==> config.mk <==
export PLATFORM = sky130hd
export DESIGN_NAME = aux_control_register
export DESIGN_NICKNAME = d
export VERILOG_FILES = /design/src/aux_control_pkg.sv /design/src/timer_prescale.sv /design/src/aux_control_register.sv
export SDC_FILE = /design/constraint.sdc
export NUM_CORES = 1
export LEC_CHECK = 0
export BUFFER_PORTS_ARGS = -buffer_cell sky130_fd_sc_hd__buf_2
export CAP_MARGIN = 15
export CELL_PAD_IN_SITES_DETAIL_PLACEMENT = 0
export CELL_PAD_IN_SITES_GLOBAL_PLACEMENT = 1
export CORE_ASPECT_RATIO = 0.9
export CORE_MARGIN = 1.5
export CORE_UTILIZATION = 35
export DETAILED_ROUTE_END_ITERATION = 10
export PLACE_DENSITY_LB_ADDON = 0.08
export SYNTH_ARGS = -nofsm -noshare
export SYNTH_HDL_FRONTEND = slang
export SYNTH_SLANG_ARGS = --single-unit
==> constraint.sdc <==
create_clock -name core_clk_i -period 3.9 [get_ports core_clk_i]
set_clock_uncertainty 0.1 [all_clocks]
set_input_delay 0.78 -clock core_clk_i [delete_from_list [all_inputs] [get_ports core_clk_i]]
set_output_delay 0.78 -clock core_clk_i [all_outputs]
set_load 0.05 [all_outputs]
==> src/aux_control_pkg.sv <==
// constants for the auxiliary control register and timer
package aux_control_pkg;
   localparam int TMR_W        = 16;
   localparam int BIT_RUN      = 7;
   localparam int BIT_LOAD     = 6;
   localparam int BIT_PRESCALE = 5;
   localparam int BIT_DIR      = 4;
   localparam int BIT_SLOW     = 3;
   localparam int BIT_CLKDIS   = 2;
   localparam int BIT_LOCKOUT  = 1;
   localparam int BIT_GIE      = 0;
   localparam int CCR_ZERO     = 7;
   localparam int MASK_PIN     = 3;
   localparam logic [7:0] ACR_RESET   = 8'h00;
   localparam logic [7:0] RD_MASK     = 8'hf7;
   localparam logic [3:0] DIV_SLOW    = 4'hf;
   localparam logic [3:0] DIV_FAST    = 4'h1;
   localparam logic [3:0] DIV_ZERO    = 4'h0;
   localparam logic [2:0] RD_TS_FAST  = 3'h3;
   localparam logic [2:0] RD_TS_SLOW  = 3'h4;
   localparam logic [15:0] TMR_ZERO   = 16'h0000;
endpackage

==> src/timer_prescale.sv <==
// prescaler: one-cycle tick every 2 or 16 core clocks
`timescale 1ns/1ps
module timer_prescale
(
   input  wire logic core_clk_i,
   input  wire logic rst_i,
   input  wire logic run_i,
   input  wire logic fast_i,
   output logic      tick_o
);
   logic [3:0] cnt_ff;
   logic [3:0] nxt_cnt;
   wire  [3:0] limit = fast_i ? aux_control_pkg::DIV_FAST
                              : aux_control_pkg::DIV_SLOW; // RQ3
   wire        wrap  = (cnt_ff >= limit);
   assign nxt_cnt = (!run_i || wrap) ? aux_control_pkg::DIV_ZERO
                                     : cnt_ff + 4'h1;
   assign tick_o  = run_i && wrap;
   always_ff @(posedge core_clk_i)
   begin
      if (rst_i)
         cnt_ff <= aux_control_pkg::DIV_ZERO;
      else
         cnt_ff <= nxt_cnt;
   end
endmodule

==> src/aux_control_register.sv <==
// auxiliary control register with its timer, pin and gating effects
// Contract
// RQ1: run bit high makes the timer count down; low halts it
// RQ2: writing load bit pulses a timer load; bit self-clears after load
// RQ3: prescale bit 0 gives clock/16, bit 1 gives clock/2
// RQ4: software keeps prescale steady while the timer runs
// RQ5: direction bit 0 makes interrupt pin input, 1 output
// RQ6: clock-out disable bit floats the clock output pin
// RQ7: lockout bit refuses every remote host access
// RQ8: global enable low blocks all maskable interrupts, else masks decide; the pin mask bit is ignored while the pin drives
// RQ9: slow read bit stretches data-memory reads to four T-states
// RQ10: remote config register reachable by remote host only
// RQ11: zero flag sets at zero; clears by writing one or stopping
// RQ12: pin as output takes its level from its mask bit
// RQ13: load pulse copies timer high and low bytes into the counter
`timescale 1ns/1ps
module aux_control_register
(
   input  wire logic        core_clk_i,
   input  wire logic        rst_i,
   input  wire logic        acr_wr_i,
   input  wire logic [7:0]  acr_wdata_i,
   output logic      [7:0]  acr_rdata_o,
   input  wire logic        zero_flag_clr_i,
   output logic             timer_zero_flag_o,
   input  wire logic [15:0] timer_reload_i,
   output logic      [15:0] timer_count_o,
   input  wire logic [4:0]  irq_mask_bits_i,
   input  wire logic [4:0]  irq_pending_i,
   output logic      [4:0]  irq_enabled_o,
   input  wire logic        irq_pin_i,
   output logic             irq_pin_o,
   output logic             irq_pin_oe_o,
   output logic             irq_pin_level_o,
   input  wire logic        cpu_clk_i,
   output logic             clkout_o,
   output logic             clkout_oe_o,
   input  wire logic        remote_req_i,
   input  wire logic        remote_cfg_sel_i,
   output logic             remote_grant_o,
   output logic             remote_cfg_access_o,
   output logic      [2:0]  read_tstates_o,
   output logic             read_strobe_delay_o
);
   logic [7:0]  acr_ff;
   logic [7:0]  nxt_acr;
   logic [15:0] cnt_ff;
   logic [15:0] nxt_cnt;
   logic        zero_ff;
   logic        nxt_zero;
   logic        pin_s1_ff;
   logic        pin_s2_ff;
   logic        tick;

   wire run      = acr_ff[aux_control_pkg::BIT_RUN];
   wire load     = acr_ff[aux_control_pkg::BIT_LOAD];
   wire fast     = acr_ff[aux_control_pkg::BIT_PRESCALE];
   wire pin_out  = acr_ff[aux_control_pkg::BIT_DIR];
   wire slow_rd  = acr_ff[aux_control_pkg::BIT_SLOW];
   wire clk_dis  = acr_ff[aux_control_pkg::BIT_CLKDIS];
   wire lockout  = acr_ff[aux_control_pkg::BIT_LOCKOUT];
   localparam logic [15:0] TMR_ONE = 16'h0001;
   wire global_irq_enable      = acr_ff[aux_control_pkg::BIT_GIE];
   wire hit_zero = run && tick && (cnt_ff == TMR_ONE);

   timer_prescale u_prescale
   (
      .core_clk_i (core_clk_i),
      .rst_i      (rst_i),
      .run_i      (run),
      .fast_i     (fast),
      .tick_o     (tick)
   );

   // register write; load bit self-clears after the load cycle
   always_comb
   begin
      nxt_acr = acr_ff;
      if (load)
         nxt_acr[aux_control_pkg::BIT_LOAD] = 1'b0; // RQ2
      if (acr_wr_i)
         nxt_acr = acr_wdata_i;
   end

   // load wins over counting; count only while running
   always_comb
   begin
      nxt_cnt = cnt_ff;
      if (load)
         nxt_cnt = timer_reload_i; // RQ13
      else if (run && tick && cnt_ff != aux_control_pkg::TMR_ZERO)
         nxt_cnt = cnt_ff - 16'h0001; // RQ1
   end

   // set wins over clear
   always_comb
   begin
      nxt_zero = zero_ff;
      if (zero_flag_clr_i || !run)
         nxt_zero = 1'b0; // RQ11
      if (hit_zero)
         nxt_zero = 1'b1; // RQ11
   end

   always_ff @(posedge core_clk_i)
   begin
      if (rst_i)
      begin
         acr_ff    <= aux_control_pkg::ACR_RESET;
         cnt_ff    <= aux_control_pkg::TMR_ZERO;
         zero_ff   <= 1'b0;
         pin_s1_ff <= 1'b0;
         pin_s2_ff <= 1'b0;
      end
      else
      begin
         acr_ff    <= nxt_acr;
         cnt_ff    <= nxt_cnt;
         zero_ff   <= nxt_zero;
         pin_s1_ff <= irq_pin_i;
         pin_s2_ff <= pin_s1_ff;
      end
   end

   // slow read bit is stored and acts, but reads back as zero
   assign acr_rdata_o       = acr_ff & aux_control_pkg::RD_MASK;
   assign timer_count_o     = cnt_ff;
   assign timer_zero_flag_o = zero_ff;

   // pin direction and level
   assign irq_pin_oe_o    = pin_out; // RQ5
   assign irq_pin_o       = irq_mask_bits_i[aux_control_pkg::MASK_PIN]; // RQ12
   assign irq_pin_level_o = pin_out ? irq_pin_o : pin_s2_ff;

   // interrupt gating; pin mask ignored while the pin drives
   wire [4:0] eff_mask = pin_out
      ? (irq_mask_bits_i & ~(5'h01 << aux_control_pkg::MASK_PIN)) // RQ12
      : irq_mask_bits_i;
   assign irq_enabled_o = global_irq_enable ? (irq_pending_i & ~eff_mask) : 5'h00; // RQ8

   assign clkout_o    = cpu_clk_i;
   assign clkout_oe_o = !clk_dis; // RQ6

   assign remote_grant_o      = remote_req_i && !lockout; // RQ7
   assign remote_cfg_access_o = remote_grant_o && remote_cfg_sel_i; // RQ10

   assign read_tstates_o = slow_rd ? aux_control_pkg::RD_TS_SLOW
                                   : aux_control_pkg::RD_TS_FAST; // RQ9
   assign read_strobe_delay_o = slow_rd; // RQ9

   a_load_clears: assert property (@(posedge core_clk_i) disable iff (rst_i)
      load && !acr_wr_i |=> !load && cnt_ff == $past(timer_reload_i))
      else $error("load bit not cleared or counter not loaded"); // RQ2
   a_halt_hold: assert property (@(posedge core_clk_i) disable iff (rst_i)
      !run && !load |=> $stable(cnt_ff))
      else $error("timer moved while halted"); // RQ1
   a_fast_tick: assert property (@(posedge core_clk_i) disable iff (rst_i)
      run && fast && tick && !acr_wr_i |=> !tick ##1 (tick || !run))
      else $error("fast prescale not divide by two"); // RQ3
   a_zero_set: assert property (@(posedge core_clk_i) disable iff (rst_i)
      hit_zero && !load |=> zero_ff && cnt_ff == aux_control_pkg::TMR_ZERO)
      else $error("zero flag not set at zero"); // RQ11
   a_zero_stop: assert property (@(posedge core_clk_i) disable iff (rst_i)
      !run && !hit_zero |=> !zero_ff)
      else $error("zero flag kept with timer stopped"); // RQ11
   a_gie_block: assert property (@(posedge core_clk_i) disable iff (rst_i)
      !global_irq_enable |-> irq_enabled_o == 5'h00)
      else $error("interrupt passed with global enable low"); // RQ8
   a_lockout_refuse: assert property (@(posedge core_clk_i)
      disable iff (rst_i) lockout |-> !remote_grant_o && !remote_cfg_access_o)
      else $error("remote access while locked out"); // RQ7
   a_clkout_float: assert property (@(posedge core_clk_i) disable iff (rst_i)
      clk_dis |-> !clkout_oe_o)
      else $error("clock out driven while disabled"); // RQ6
   a_pin_dir: assert property (@(posedge core_clk_i) disable iff (rst_i)
      acr_wr_i |=> irq_pin_oe_o == $past(acr_wdata_i[4]))
      else $error("pin direction not from written bit"); // RQ5
   a_slow_read: assert property (@(posedge core_clk_i) disable iff (rst_i)
      acr_wr_i |=> read_tstates_o == ($past(acr_wdata_i[3]) ? 3'h4 : 3'h3))
      else $error("read length does not follow slow bit"); // RQ9

   a_wr_store: assert property (@(posedge core_clk_i) // RQ2
      disable iff (rst_i) acr_wr_i |=> acr_ff == $past(acr_wdata_i))
      else $error("written value not stored");

   a_count_load: assert property (@(posedge core_clk_i) // RQ13
      disable iff (rst_i) load |=> timer_count_o == $past(timer_reload_i))
      else $error("counter not loaded from reload value");

   a_run_count: assert property (@(posedge core_clk_i) // RQ1
      disable iff (rst_i)
      run && tick && !load && cnt_ff != aux_control_pkg::TMR_ZERO
      |=> cnt_ff == $past(cnt_ff) - TMR_ONE)
      else $error("timer did not step down on a tick");

   a_count_floor: assert property (@(posedge core_clk_i) // RQ1
      disable iff (rst_i) !load && cnt_ff == aux_control_pkg::TMR_ZERO
      |=> cnt_ff == aux_control_pkg::TMR_ZERO)
      else $error("timer moved below zero");

   a_zero_clear: assert property (@(posedge core_clk_i) // RQ11
      disable iff (rst_i) zero_flag_clr_i && !hit_zero |=> !zero_ff)
      else $error("zero flag not cleared by write of one");

   a_pin_input: assert property (@(posedge core_clk_i) // RQ5
      disable iff (rst_i) !pin_out |-> !irq_pin_oe_o
      && irq_pin_level_o == pin_s2_ff)
      else $error("input pin driven or level not synced");

   a_pin_unmask: assert property (@(posedge core_clk_i) // RQ12
      disable iff (rst_i) pin_out && global_irq_enable
      |-> irq_enabled_o[aux_control_pkg::MASK_PIN]
          == irq_pending_i[aux_control_pkg::MASK_PIN])
      else $error("pin mask bit masked while pin drives");

   a_mask_gate: assert property (@(posedge core_clk_i) // RQ8
      disable iff (rst_i) global_irq_enable && !pin_out
      |-> irq_enabled_o == (irq_pending_i & ~irq_mask_bits_i))
      else $error("mask bits not applied with global enable high");

   a_lockout_free: assert property (@(posedge core_clk_i) // RQ7
      disable iff (rst_i) !lockout |-> remote_grant_o == remote_req_i)
      else $error("remote access refused without lockout");

   a_cfg_remote: assert property (@(posedge core_clk_i) // RQ10
      disable iff (rst_i) remote_cfg_access_o
      |-> remote_req_i && remote_cfg_sel_i && !lockout)
      else $error("config access without remote grant");

   a_clkout_on: assert property (@(posedge core_clk_i) // RQ6
      disable iff (rst_i) !clk_dis |-> clkout_oe_o && clkout_o == cpu_clk_i)
      else $error("clock out not driven while enabled");
endmodule

==> summary.md, run 1 <==
| Metric | Value |
|---|---|
| Min-delay worst type | flip-flop to flip-flop |
| DRC violations left | 0 |
| Post-Syn Instances | 188 |
| DR iter-0 viols | 59 |
| First-pass GRT wire length | 5747 µm |
| DRT Pass-1 Iters | 4 |
| Worst vdd ir | 0.1787 mV |
| Initial antenna violation count | 0 |
| Total die area | around 5200 µm² |
| Mux contribution to synthesized area | ~5.4% |
| Pin count of the biggest net entering global routing | 30 |
| Die W | approximately 76 µm |
| Fin crit share | between 70% and 80% |
| Pins Over Slew Limit | 0 |
| Synth area leader | dfxtp_1 |
| RSZ-0062 raised after global routing | false |
| Worst R2R End | timer_count_o[9] |
| # fillers | approximately 500 |
| CTS Hold Bufs | 0 |
| Fin util | around 47% |
| Crit path launch | acr_ff[5] |
| Post-Synth XOR/XNOR Area | under 10% |
| Reg2reg setup slack | 1.07 ns |
| Setup TNS | 0 ns |
| Via count | about 1500 |
| Area post-placement | 2052 µm² |
| Rel. slew slack | 42.79% |
| Seq/Total Area, Yosys | 36.88% |
| Cell depth of the worst flop-to-flop path | 6 |
| Gr ovfl total | 0 |
| Final period demand of the worst path | 2.834 ns |
| Core Region | between 4000 and 5000 µm² |
| Area grow syn2layout | 27.88% |
| Synth Warn # | 0 |
| Worst Max-Slew Pin Slew | approximately 0.85 ns |
| CTS tree | built |
| Status | finished clean |
| Storage cell area | 620.6 µm² |
| Crit path capture | timer_count_o[9] |
| Commonest cells in the netlist | dfxtp_1, nor2_1, buf_4, xnor2_1 |
| Multi-input combinational cell area | between 900 and 1000 µm² |
| Number of flops mapped to enable cells by yosys | 0 |
| Top cells by area, synth | dfxtp_1, nor2_1, mux2i_1 |
| Ys flop type | dfxtp_1 |
| Largest family of logic cells by synthesized area | simple AND/OR/NAND/NOR gates |
| Post-Place Setup Slack | 1.047 ns |
| Worst Setup Start Kind | flip-flop |
| Setup violators final | 0 |
| CTS root buffer | clkbuf_8 |
| Worst-Skew Late Latency | around 0.27 ns |
| Postcts setup bufs | 0 |
| Worst path required time | between 3 and 4 ns |
| Die Span Y | 68.78 µm |
| Ys async rst share | 0% |
| Drt wl/cell | 11.99 µm |
| I/O pin total | slightly above 80 |
| LEAKAGE | approximately 0.001 µW |
| FMAX | between 0.3 and 0.4 GHz |
| Fraction of final layout cells sized beyond drive strength 1 | 38.52% |
| Inserted Clock Buffers | 5 |
| RR Startpoint | acr_ff[5] |
| Adder-cell share of the synthesized area | under 10% |
| Crit end category | flip-flop |
| Post-Syn Nets | between 200 and 250 |
| Avg Vias per Cell | roughly 4.7 |
| IO Port Bufs | 79 |
| Hold Fails Final Rpt | 0 |
| Htree depth | 2 |
| Rows | 23 |
| CTS Buffer Depth | 2 |
| Post-cts resize count | 0 |
| Seq cells post-synth | 31 |
| Post-DP HPWL | approximately 2800 µm |
| ANT cells | 0 |
| Post-synth top area share | around 37% |
| Compound-Gate Fraction of Synth Area | 13.53% |
| Gr usage total | between 10 and 15% |
| Critical Path AT | around 2.9 ns |
| Initial core utilization | between 30% and 40% |
| Post-synth cell types | 45 |
| Post-Syn Area per Cell | a little under 9 µm² |
| Clock tree sinks | 31 |
| Mapped Area | 1683 µm² |
| Routability cong. | 0.7366 |
| Max-cap violation count | 0 |
| Final worst slack | between 1 and 1.5 ns |
| Total Wirelength | between 3000 and 4000 µm |
| Number of nets with antenna violations after routing | 0 |
| Pwr dens | 377.4 nW/µm² |
| Design area | approximately 2200 µm² |
| Clk slew on worst S/H paths | 0.06 ns |
| # nets final | ~300 |
| Number of global-route vias before repair | between 1000 and 1500 |
| Crit-path max FO | 13 |
| Post-synthesis simple-gate area fraction | a little over a quarter |
| Crit Path Category | flip-flop to flip-flop |
per-stage QoR:
stage / cells / hold WS, ns / power, µW
after floorplan: 188 / 0.3138 / 505.9
after detailed placement: 311 / 0.3479 / 547.7
after global placement: 311 / 0.3246 / 547.3
final: 319 / 0.3560 / 812.3
after global routing: 319 / 0.3695 / 856.9
after CTS: 319 / 0.3611 / 822.2
state kept, by name, summed over array words and instances, names as in the netlist:
register	cells
timer_count_o	16
pin_s1_ff	1
acr_ff	8
timer_zero_flag_o	1
u_prescale.cnt_ff	4
pin_s2_ff	1
power breakdown:
part	switching, µW	total (µW)	internal, µW
logic	129	191	62.3
clock network	112	272	161
registers	17.1	349	331
total	258	812	555
critical path, stage by stage, from the launching register on:
cell       delay, ns
dfxtp_1         0.35
ha_1            0.32
a21o_1          0.12
a2bb2oi_1       0.22
or4_1           0.79
or4_2           0.60
a311oi_1        0.25
how the worst min path moves through the flow:
stage	startpoint	endpoint	cells after the start
floorplan	pin_s1_ff	pin_s2_ff	1
global placement	pin_s1_ff	pin_s2_ff	1
detailed placement	pin_s1_ff	pin_s2_ff	1
CTS	pin_s1_ff	pin_s2_ff	1
global route	pin_s1_ff	pin_s2_ff	1
finish	pin_s1_ff	pin_s2_ff	1
cell families after synthesis:
group / Yosys count
other: 1
adder cells (fa/ha/maj): 6
multiplexers: 9
AND/OR/NAND/NOR: 75
buffers and inverters: 27
AO/OA/AOI/OAI: 29
flip-flops: 31
XOR/XNOR: 10
placed cells by master, fill, tap and decap left out, drive strengths merged, types with 5 or more instances in the layout:
| cell | instances |
|---|---|
| inv | 9 |
| a211oi | 8 |
| and3b | 5 |
| xnor2 | 9 |
| nor2 | 31 |
| mux2i | 8 |
| dfxtp | 31 |
| buf | 79 |
| ha | 6 |
| nor4 | 6 |
| a311oi | 6 |
| or3 | 6 |
| or4 | 8 |
| clkbuf | 8 |
metal layers:
layer | routed length (µm) | global-route usage, % | vias to the layer above
met3 | 264 | 5.000 | 2
met2 | 1539 | 19.82 | 41
met4 | 25 | 6.944 | 0
met5 | 0 | 0 | -
li1 | - | - | 805
met1 | 1995 | 19.90 | 656
layout make-up:
cell class	instances	area share, %
tap	62	3.605
timing repair buffer	79	18.37
inverter	9	1.570
multi-input combinational	130	42.97
clock buffer	8	4.651
sequential	31	28.84
Note: power is estimated with default switching activity, not from simulation.
==> inputs of run 2 (changes only) <==
--- a/config.mk
+++ b/config.mk
@@ -5,13 +5,14 @@
 export SDC_FILE = /design/constraint.sdc
 export NUM_CORES = 1
 export LEC_CHECK = 0
+export ABC_AREA = 1
 export BUFFER_PORTS_ARGS = -buffer_cell sky130_fd_sc_hd__buf_2
 export CAP_MARGIN = 15
 export CELL_PAD_IN_SITES_DETAIL_PLACEMENT = 0
 export CELL_PAD_IN_SITES_GLOBAL_PLACEMENT = 1
 export CORE_ASPECT_RATIO = 0.9
 export CORE_MARGIN = 1.5
-export CORE_UTILIZATION = 35
+export CORE_UTILIZATION = 29
 export DETAILED_ROUTE_END_ITERATION = 10
 export PLACE_DENSITY_LB_ADDON = 0.08
 export SYNTH_ARGS = -nofsm -noshare
==> constraint.sdc (replaced) <==
create_clock -name core_clk_i -period 2.55 [get_ports core_clk_i]
set_clock_uncertainty 0.1 [all_clocks]
set_input_delay 0.51 -clock core_clk_i [delete_from_list [all_inputs] [get_ports core_clk_i]]
set_output_delay 0.51 -clock core_clk_i [all_outputs]
set_load 0.05 [all_outputs]
==> summary.md, run 2 <==
| Metric | Value |
|---|---|
| Status | finished clean |
| Pins Over Slew Limit | 0 (unchanged) |
| Hold_sp | pin_s1_ff |
| FMAX | 0.5198 GHz (+47%) |
| Fin util | 39.21% (-8.1 points) |
| WHS | 0.3083 ns (-0.04766 ns) |
| Reg2reg setup slack | 0.63 ns (-0.44 ns) |
| Sw Ratio | 35.28% (+3.6 points) |
| Worst Setup Start Kind | flip-flop |
| Number of global-route vias before repair | 1846 (+51%) |
| # fillers | 722 (+47%) |
| Number of flops mapped to enable cells by yosys | 0 (unchanged) |
| DRT Pass-1 Iters | 4 (unchanged) |
| Worst Hold Depth | 2 (+1) |
| Total Wirelength | 5410 µm (+41%) |
| Seq cells post-synth | 31 (unchanged) |
| # nets final | 410 (+35%) |
| Post-synth top area share | 32.70% (-4.2 points) |
| Pin count of the biggest net entering global routing | 20 (-33%) |
| Seq/Total Area, Yosys | 32.70% (-4.2 points) |
| Hold endpoint | pin_s2_ff |
| Sequential power share | 36.2% (-6.7 points) |
| Most numerous cell in the Yosys netlist | nand2_1 |
| Cell depth of the worst flop-to-flop path | 10 (+4) |
| Clock tree sinks | 31 (unchanged) |
| Rows | 27 (+17%) |
| Ys async rst share | 0% (unchanged) |
| Most frequent cells in the layout | buf_2, nand2_1, nor2_1 |
| Postcts setup bufs | 0 (unchanged) |
| Post-Syn Nets | 337 (+43%) |
| LEAKAGE | 0.001303 µW (+29%) |
| IO Port Bufs | 79 (unchanged) |
| Commonest cells in the netlist | nand2_1, nor2_1, dfxtp_1 |
| Drt wl/cell | 12.02 µm (+0.29%) |
| Setup violators final | 0 (unchanged) |
| Crit end category | flip-flop |
| Ys flop type | dfxtp_1 |
| Gr usage total | 16.56% (+2.2 points) |
| Inserted Clock Buffers | 5 (unchanged) |
| Min-delay worst type | flip-flop to flip-flop |
| Initial antenna violation count | 0 (unchanged) |
| CTS Hold Bufs | 0 (unchanged) |
| Synth Warn # | 0 (unchanged) |
| Power share of the clock group | 34.8% (+1.3 points) |
| Crit-path max FO | 14 (+1) |
| Dpl cells | 442 (+42%) |
| Worst R2R End | timer_count_o[10] |
| Worst vdd ir | 0.2282 mV (+28%) |
| Gr ovfl total | 0 (unchanged) |
| Top cells by area, synth | dfxtp_1, nand2_1, nor2_1 |
| CTS tree | built |
| Sw Pwr | 520.5 µW (+100%) |
| Max reg flops | 16 (unchanged) |
| Worst path required time | 2.61 ns (-1.38 ns) |
| First-pass GRT wire length | 8852 µm (+54%) |
| Internal power | 954.9 µW (+72%) |
| Post-cts resize count | 0 (unchanged) |
| Avg Vias per Cell | 4.333 (-8.1%) |
| Post-Syn Instances | 289 (+54%) |
| Number of nets with antenna violations after routing | 0 (unchanged) |
| Post-synth cell types | 30 (-33%) |
| Max-cap violation count | 0 (unchanged) |
| Crit Path Category | flip-flop to flip-flop |
| CTS Buffer Depth | 2 (unchanged) |
| Fin crit share | 75.45% (+2.8 points) |
| Total die area | 7040 µm² (+35%) |
| Pwr dens | 605.3 nW/µm² (+60%) |
| Commonest non-fill, non-tap cell in the layout | buf_2 |
| ANT cells | 0 (unchanged) |
| Via count | 1950 (+30%) |
| DR iter-0 viols | 75 (+27%) |
| Hold Fails Final Rpt | 0 (unchanged) |
| Fraction of final layout cells sized beyond drive strength 1 | 28.10% (-10 points) |
| Synth area leader | dfxtp_1 |
| Final worst slack | 0.6260 ns (-0.4396 ns) |
| RSZ-0062 raised after global routing | false |
| Final period demand of the worst path | 1.924 ns (-0.9104 ns) |
| DRC violations left | 0 (unchanged) |
| Initial core utilization | 30.54% (-6.5 points) |
| Non-filler cells, final | 450 (+41%) |
| Clk slew on worst S/H paths | 0.07 ns (about the same) |
| Worst-Skew Late Latency | 0.29 ns (+0.02 ns) |
| I/O pin total | 83 (unchanged) |
| Post-Syn Area per Cell | 6.568 µm² (-27%) |
| Routability cong. | 0.8013 (+8.8%) |
| Area grow syn2layout | 28.41% |
| Critical Path AT | 1.99 ns (-0.93 ns) |
| Die W | 88.28 µm (+16%) |
| Mapped Area | 1898 µm² (+13%) |
| CTS root buffer | clkbuf_8 |
| RR Startpoint | acr_ff[5] |
| Die Span Y | 79.75 µm (+16%) |
| Htree depth | 2 (unchanged) |
| Setup TNS | 0 ns (unchanged) |
| Comb pwr share | 29.0% (+5.5 points) |
| Post-DP HPWL | 4085 µm (+45%) |
| Core Region | 6216 µm² (+37%) |
| Post-Place Setup Slack | 0.6040 ns (-0.4425 ns) |
==> run 2: cell types whose count changed in the layout (fill, tap and decap cells not counted), sizes merged, moves of 8 or more <==
cell / before / now
nand2: 2 / 79
nor2: 31 / 56
inv: 9 / 28
a21oi: 2 / 18
o21ai: 3 / 19
nand3: 4 / 18
a211oi: 8 / 0
or4: 8 / 0
==> run 2: critical path, stage by stage (launching register included) <==
cell      delay [ns]
dfxtp_1         0.35
ha_1            0.30
nand2_1         0.05
inv_1           0.04
nand2_1         0.07
a21oi_2         0.23
nand2_4         0.14
nand2_4         0.19
clkinv_2        0.16
nand2_1         0.09
a21oi_1         0.06
==> run 2: final cells by class <==
| type | instances | area, µm² | share of cell area, % |
|---|---|---|---|
| flip-flops and latches | 31 | 620.6 | 25.46 |
| well taps | 87 | 108.9 | 4.466 |
| repair buffers | 80 | 402.9 | 16.53 |
| clock buffers | 6 | 82.58 | 3.388 |
| multi-input cells | 215 | 1077 | 44.20 |
| inverters | 29 | 110.1 | 4.517 |
| clock inverters | 2 | 35.03 | 1.437 |
==> run 2: how the worst max path moves through the flow <==
stage / from / to / slack [ns] / cells past startpoint
6_report: acr_ff[5] / timer_count_o[10] / 0.63 / 10
5_1_grt: acr_ff[5] / timer_count_o[8] / 0.40 / 10
4_1_cts: acr_ff[5] / timer_count_o[12] / 0.58 / 10
3_5_place_dp: acr_ff[5] / timer_count_o[12] / 0.60 / 10
3_3_place_gp: acr_ff[5] / timer_count_o[7] / 0.61 / 10
2_1_floorplan: acr_ff[1] / remote_cfg_access_o / 0.23 / 1
==> run 2: logic make-up after synthesis <==
family                     after synthesis  share of synthesized area, %
adders and majority gates                6                         3.955
xor gates and xnor gates                 7                         3.230
buffers and inverters                   43                         10.55
muxes                                    1                        0.5274
and+or+nand+nor                        159                         37.31
AOI/OAI and AO/OA                       41                         11.54
DFF                                     31                         32.70
other                                    1                        0.1976
==> run 2: metrics by stage <==
stage,instance area [µm²],total power (µW)
2_1_floorplan,1898,879.8
3_3_place_gp,2320,978.0
3_5_place_dp,2320,975.0
4_1_cts,2437,1492
5_1_grt,2437,1568
6_report,2437,1475
==> run 2: power by group through the flow <==
stage | sequential (µW) | combinational [µW] | clock, µW
after CTS | 534 | 432 | 526
after floorplan | 602 | 278 | 0
after global routing | 538 | 481 | 549
after detailed placement | 545 | 430 | 0
final | 534 | 428 | 514
after global placement | 545 | 433 | 0
==> run 2: per-layer routing <==
layer  routed length, µm  up-vias  track usage (%)
li1                    -     1048                -
met1                2783      849            23.96
met2                2317       46            24.20
met3                 247        7            3.309
met4                  61        0            5.625
met5                   0        -                0
==> inputs of run 3 (changes only) <==
--- a/config.mk
+++ b/config.mk
@@ -12,7 +12,7 @@
 export CELL_PAD_IN_SITES_GLOBAL_PLACEMENT = 1
 export CORE_ASPECT_RATIO = 0.9
 export CORE_MARGIN = 1.5
-export CORE_UTILIZATION = 29
+export CORE_UTILIZATION = 32
 export DETAILED_ROUTE_END_ITERATION = 10
 export PLACE_DENSITY_LB_ADDON = 0.08
 export SYNTH_ARGS = -nofsm -noshare
==> constraint.sdc (replaced) <==
create_clock -name core_clk_i -period 1.8 [get_ports core_clk_i]
set_clock_uncertainty 0.1 [all_clocks]
set_input_delay 0.36 -clock core_clk_i [delete_from_list [all_inputs] [get_ports core_clk_i]]
set_output_delay 0.36 -clock core_clk_i [all_outputs]
set_load 0.05 [all_outputs]
==> summary.md, run 3 (synthesis results as in run 2) <==
| Metric | Value |
|---|---|
| Gr usage total | 17.65% (+1.1 points) |
| DR iter-0 viols | 61 (-19%) |
| Inserted Clock Buffers | 5 (unchanged) |
| ANT cells | 0 (unchanged) |
| Pwr dens | 785.2 nW/µm² (+30%) |
| Clk slew on worst S/H paths | 0.08 ns (about the same) |
| Max-cap violation count | 0 (unchanged) |
| CP peak stage delay | 0.38 ns (+0.03 ns) |
| Max reg flops | 16 (unchanged) |
| Fin crit share | 97.95% (+22 points) |
| Die W | 84.18 µm (-4.6%) |
| Hold Fails Final Rpt | 0 (unchanged) |
| Met2 global-route usage | 26.88% (+2.7 points) |
| Gr ovfl total | 0 (unchanged) |
| Total die area | 6403 µm² (-9.0%) |
| First-pass GRT wire length | 9101 µm (+2.8%) |
| Worst vdd ir | 0.4067 mV (+78%) |
| CTS tree | built |
| Slowest-stage cell, CP | dfxtp_4 |
| Setup violators final | 0 (unchanged) |
| Grt met3 use | 3.575% (+0.27 points) |
| Min-delay worst type | input pin to flip-flop |
| Worst path top cell family by delay | simple AND/OR/NAND/NOR gates |
| Area grow syn2layout | 45.75% |
| CTS Buffer Depth | 2 (unchanged) |
| Worst Setup Start Kind | flip-flop |
| Most frequent cells in the layout | buf_2, nand2_1, nor2_1 |
| Area post-placement | 2455 µm² (+5.8%) |
| RSZ-0062 raised after global routing | true |
| Buf/Inv on CP | 1 (-1) |
| GRT busiest layer | met2 |
| Drt wl/cell | 12.31 µm (+2.4%) |
| DRC violations left | 0 (unchanged) |
| Total Wirelength | 5639 µm (+4.2%) |
| DRT Pass-1 Iters | 4 (unchanged) |
| Fraction of final layout cells sized beyond drive strength 1 | 40.46% (+12 points) |
| Final worst slack | 0.03694 ns (-0.5891 ns) |
| Fin util | 48.59% (+9.4 points) |
| Commonest non-fill, non-tap cell in the layout | buf_2 |
| CTS root buffer | clkbuf_8 |
| GR Util met1 | 25.42% (+1.5 points) |
| CTS Hold Bufs | 0 (unchanged) |
| CP most frequent cell | nand2_2 |
| Worst-Skew Late Latency | 0.29 ns (about the same) |
| Die Span Y | 76.07 µm (-4.6%) |
| Clock tree sinks | 31 (unchanged) |
| Via count | 2084 (+6.9%) |
| Design area | 2766 µm² (+14%) |
| Critical Path AT | 1.89 ns (-0.10 ns) |
| Pin count of the biggest net entering global routing | 16 (-20%) |
| Core Region | 5693 µm² (-8.4%) |
| Crit Path Category | flip-flop to flip-flop |
| IO Port Bufs | 79 (unchanged) |
| Number of global-route vias before repair | 1912 (+3.6%) |
| Crit-path max FO | 6 (-8) |
| Routability cong. | 0.7888 (-1.6%) |
| Post-Place Setup Slack | -0.03199 ns (-0.6360 ns) |
| Worst path required time | 1.93 ns (-0.68 ns) |
| FMAX | 0.5672 GHz (+9.1%) |
| I/O pin total | 83 (unchanged) |
| Initial antenna violation count | 0 (unchanged) |
| Htree depth | 2 (unchanged) |
| Critical path cell sequence | ha_4 > nand2_2 > nand2_2 > nand2_2 > a21oi_4 > nand2_4 > nand2_8 > buf_8 > o21ai_1 > a21oi_1 |
| Pins Over Slew Limit | 0 (unchanged) |
| Status | finished clean |
| Final period demand of the worst path | 1.763 ns (-0.1609 ns) |
| Post-DP HPWL | 4242 µm (+3.9%) |
| Number of nets with antenna violations after routing | 0 (unchanged) |
| Avg Vias per Cell | 4.550 (+5.0%) |
| LEAKAGE | 0.001451 µW (+11%) |
| Crit end category | flip-flop |
| Non-filler cells, final | 458 (+1.8%) |
| WHS | 0.1771 ns (-0.1312 ns) |
| Rows | 26 (-3.7%) |
| Initial core utilization | 33.34% (+2.8 points) |
| # nets final | 435 (+6.1%) |
| Dpl cells | 443 (+0.23%) |
run 3: cell count changes in the layout (fill, tap and decap cells not counted), moves of 6 or more:
cell | previous run | this run
buf_4 | 1 | 21
nor2_1 | 51 | 43
nor2_2 | 1 | 9
nand2_1 | 73 | 67
run 3: what timing repair did:
action                                  4_1_cts  5_1_grt
pin swaps                                     0       12
buffers inserted                              0        7
resized for setup                             3       35
endpoints found under the setup margin        8       15
run 3: area by class of cell:
type / count / area [µm²]
Inverter: 29 / 111.4
Tap cell: 70 / 87.58
Fill cell: 610 / 2927
Timing Repair Buffer: 105 / 613.1
Clock buffer: 6 / 82.58
Clock inverter: 2 / 35.03
Sequential cell: 31 / 628.1
Multi-Input combinational cell: 215 / 1209
run 3: tightest hold or removal path, stage by stage:
cell	delay, ns
buf_2	0.08
inv_1	0.03
nor2_1	0.06
run 3: per-layer routing:
layer	share of wire, %	vias to the layer above	wire length (µm)
li1	-	1103	-
met1	52	924	2947
met2	42	52	2391
met3	4.5	5	255
met4	0.78	0	44
met5	0	-	0
run 3: stage by stage:
stage / total power (µW) / TNS, ns
final: 2172 / 0
after global routing: 2299 / -0.4100
after CTS: 2155 / 0
after detailed placement: 1417 / -0.1630
after global placement: 1420 / 0
after floorplan: 1250 / 0
run 3: final timing paths:
| kind | from | endpoint | slack [ns] | depth (start not counted) |
|---|---|---|---|---|
| hold / removal | irq_pin_i | pin_s1_ff | 0.18 | 3 |
| setup / recovery | acr_ff[5] | timer_count_o[4] | 0.04 | 10 |
| hold reg to reg | pin_s1_ff | pin_s2_ff | 0.32 | 2 |
| setup reg to reg | acr_ff[5] | timer_count_o[4] | 0.04 | 10 |
run 3: where the power goes:
part | leakage, µW | switching, µW | internal, µW
combinational | 0.00113 | 454 | 229
clock | 0.0000612 | 288 | 448
sequential | 0.000256 | 34.5 | 718
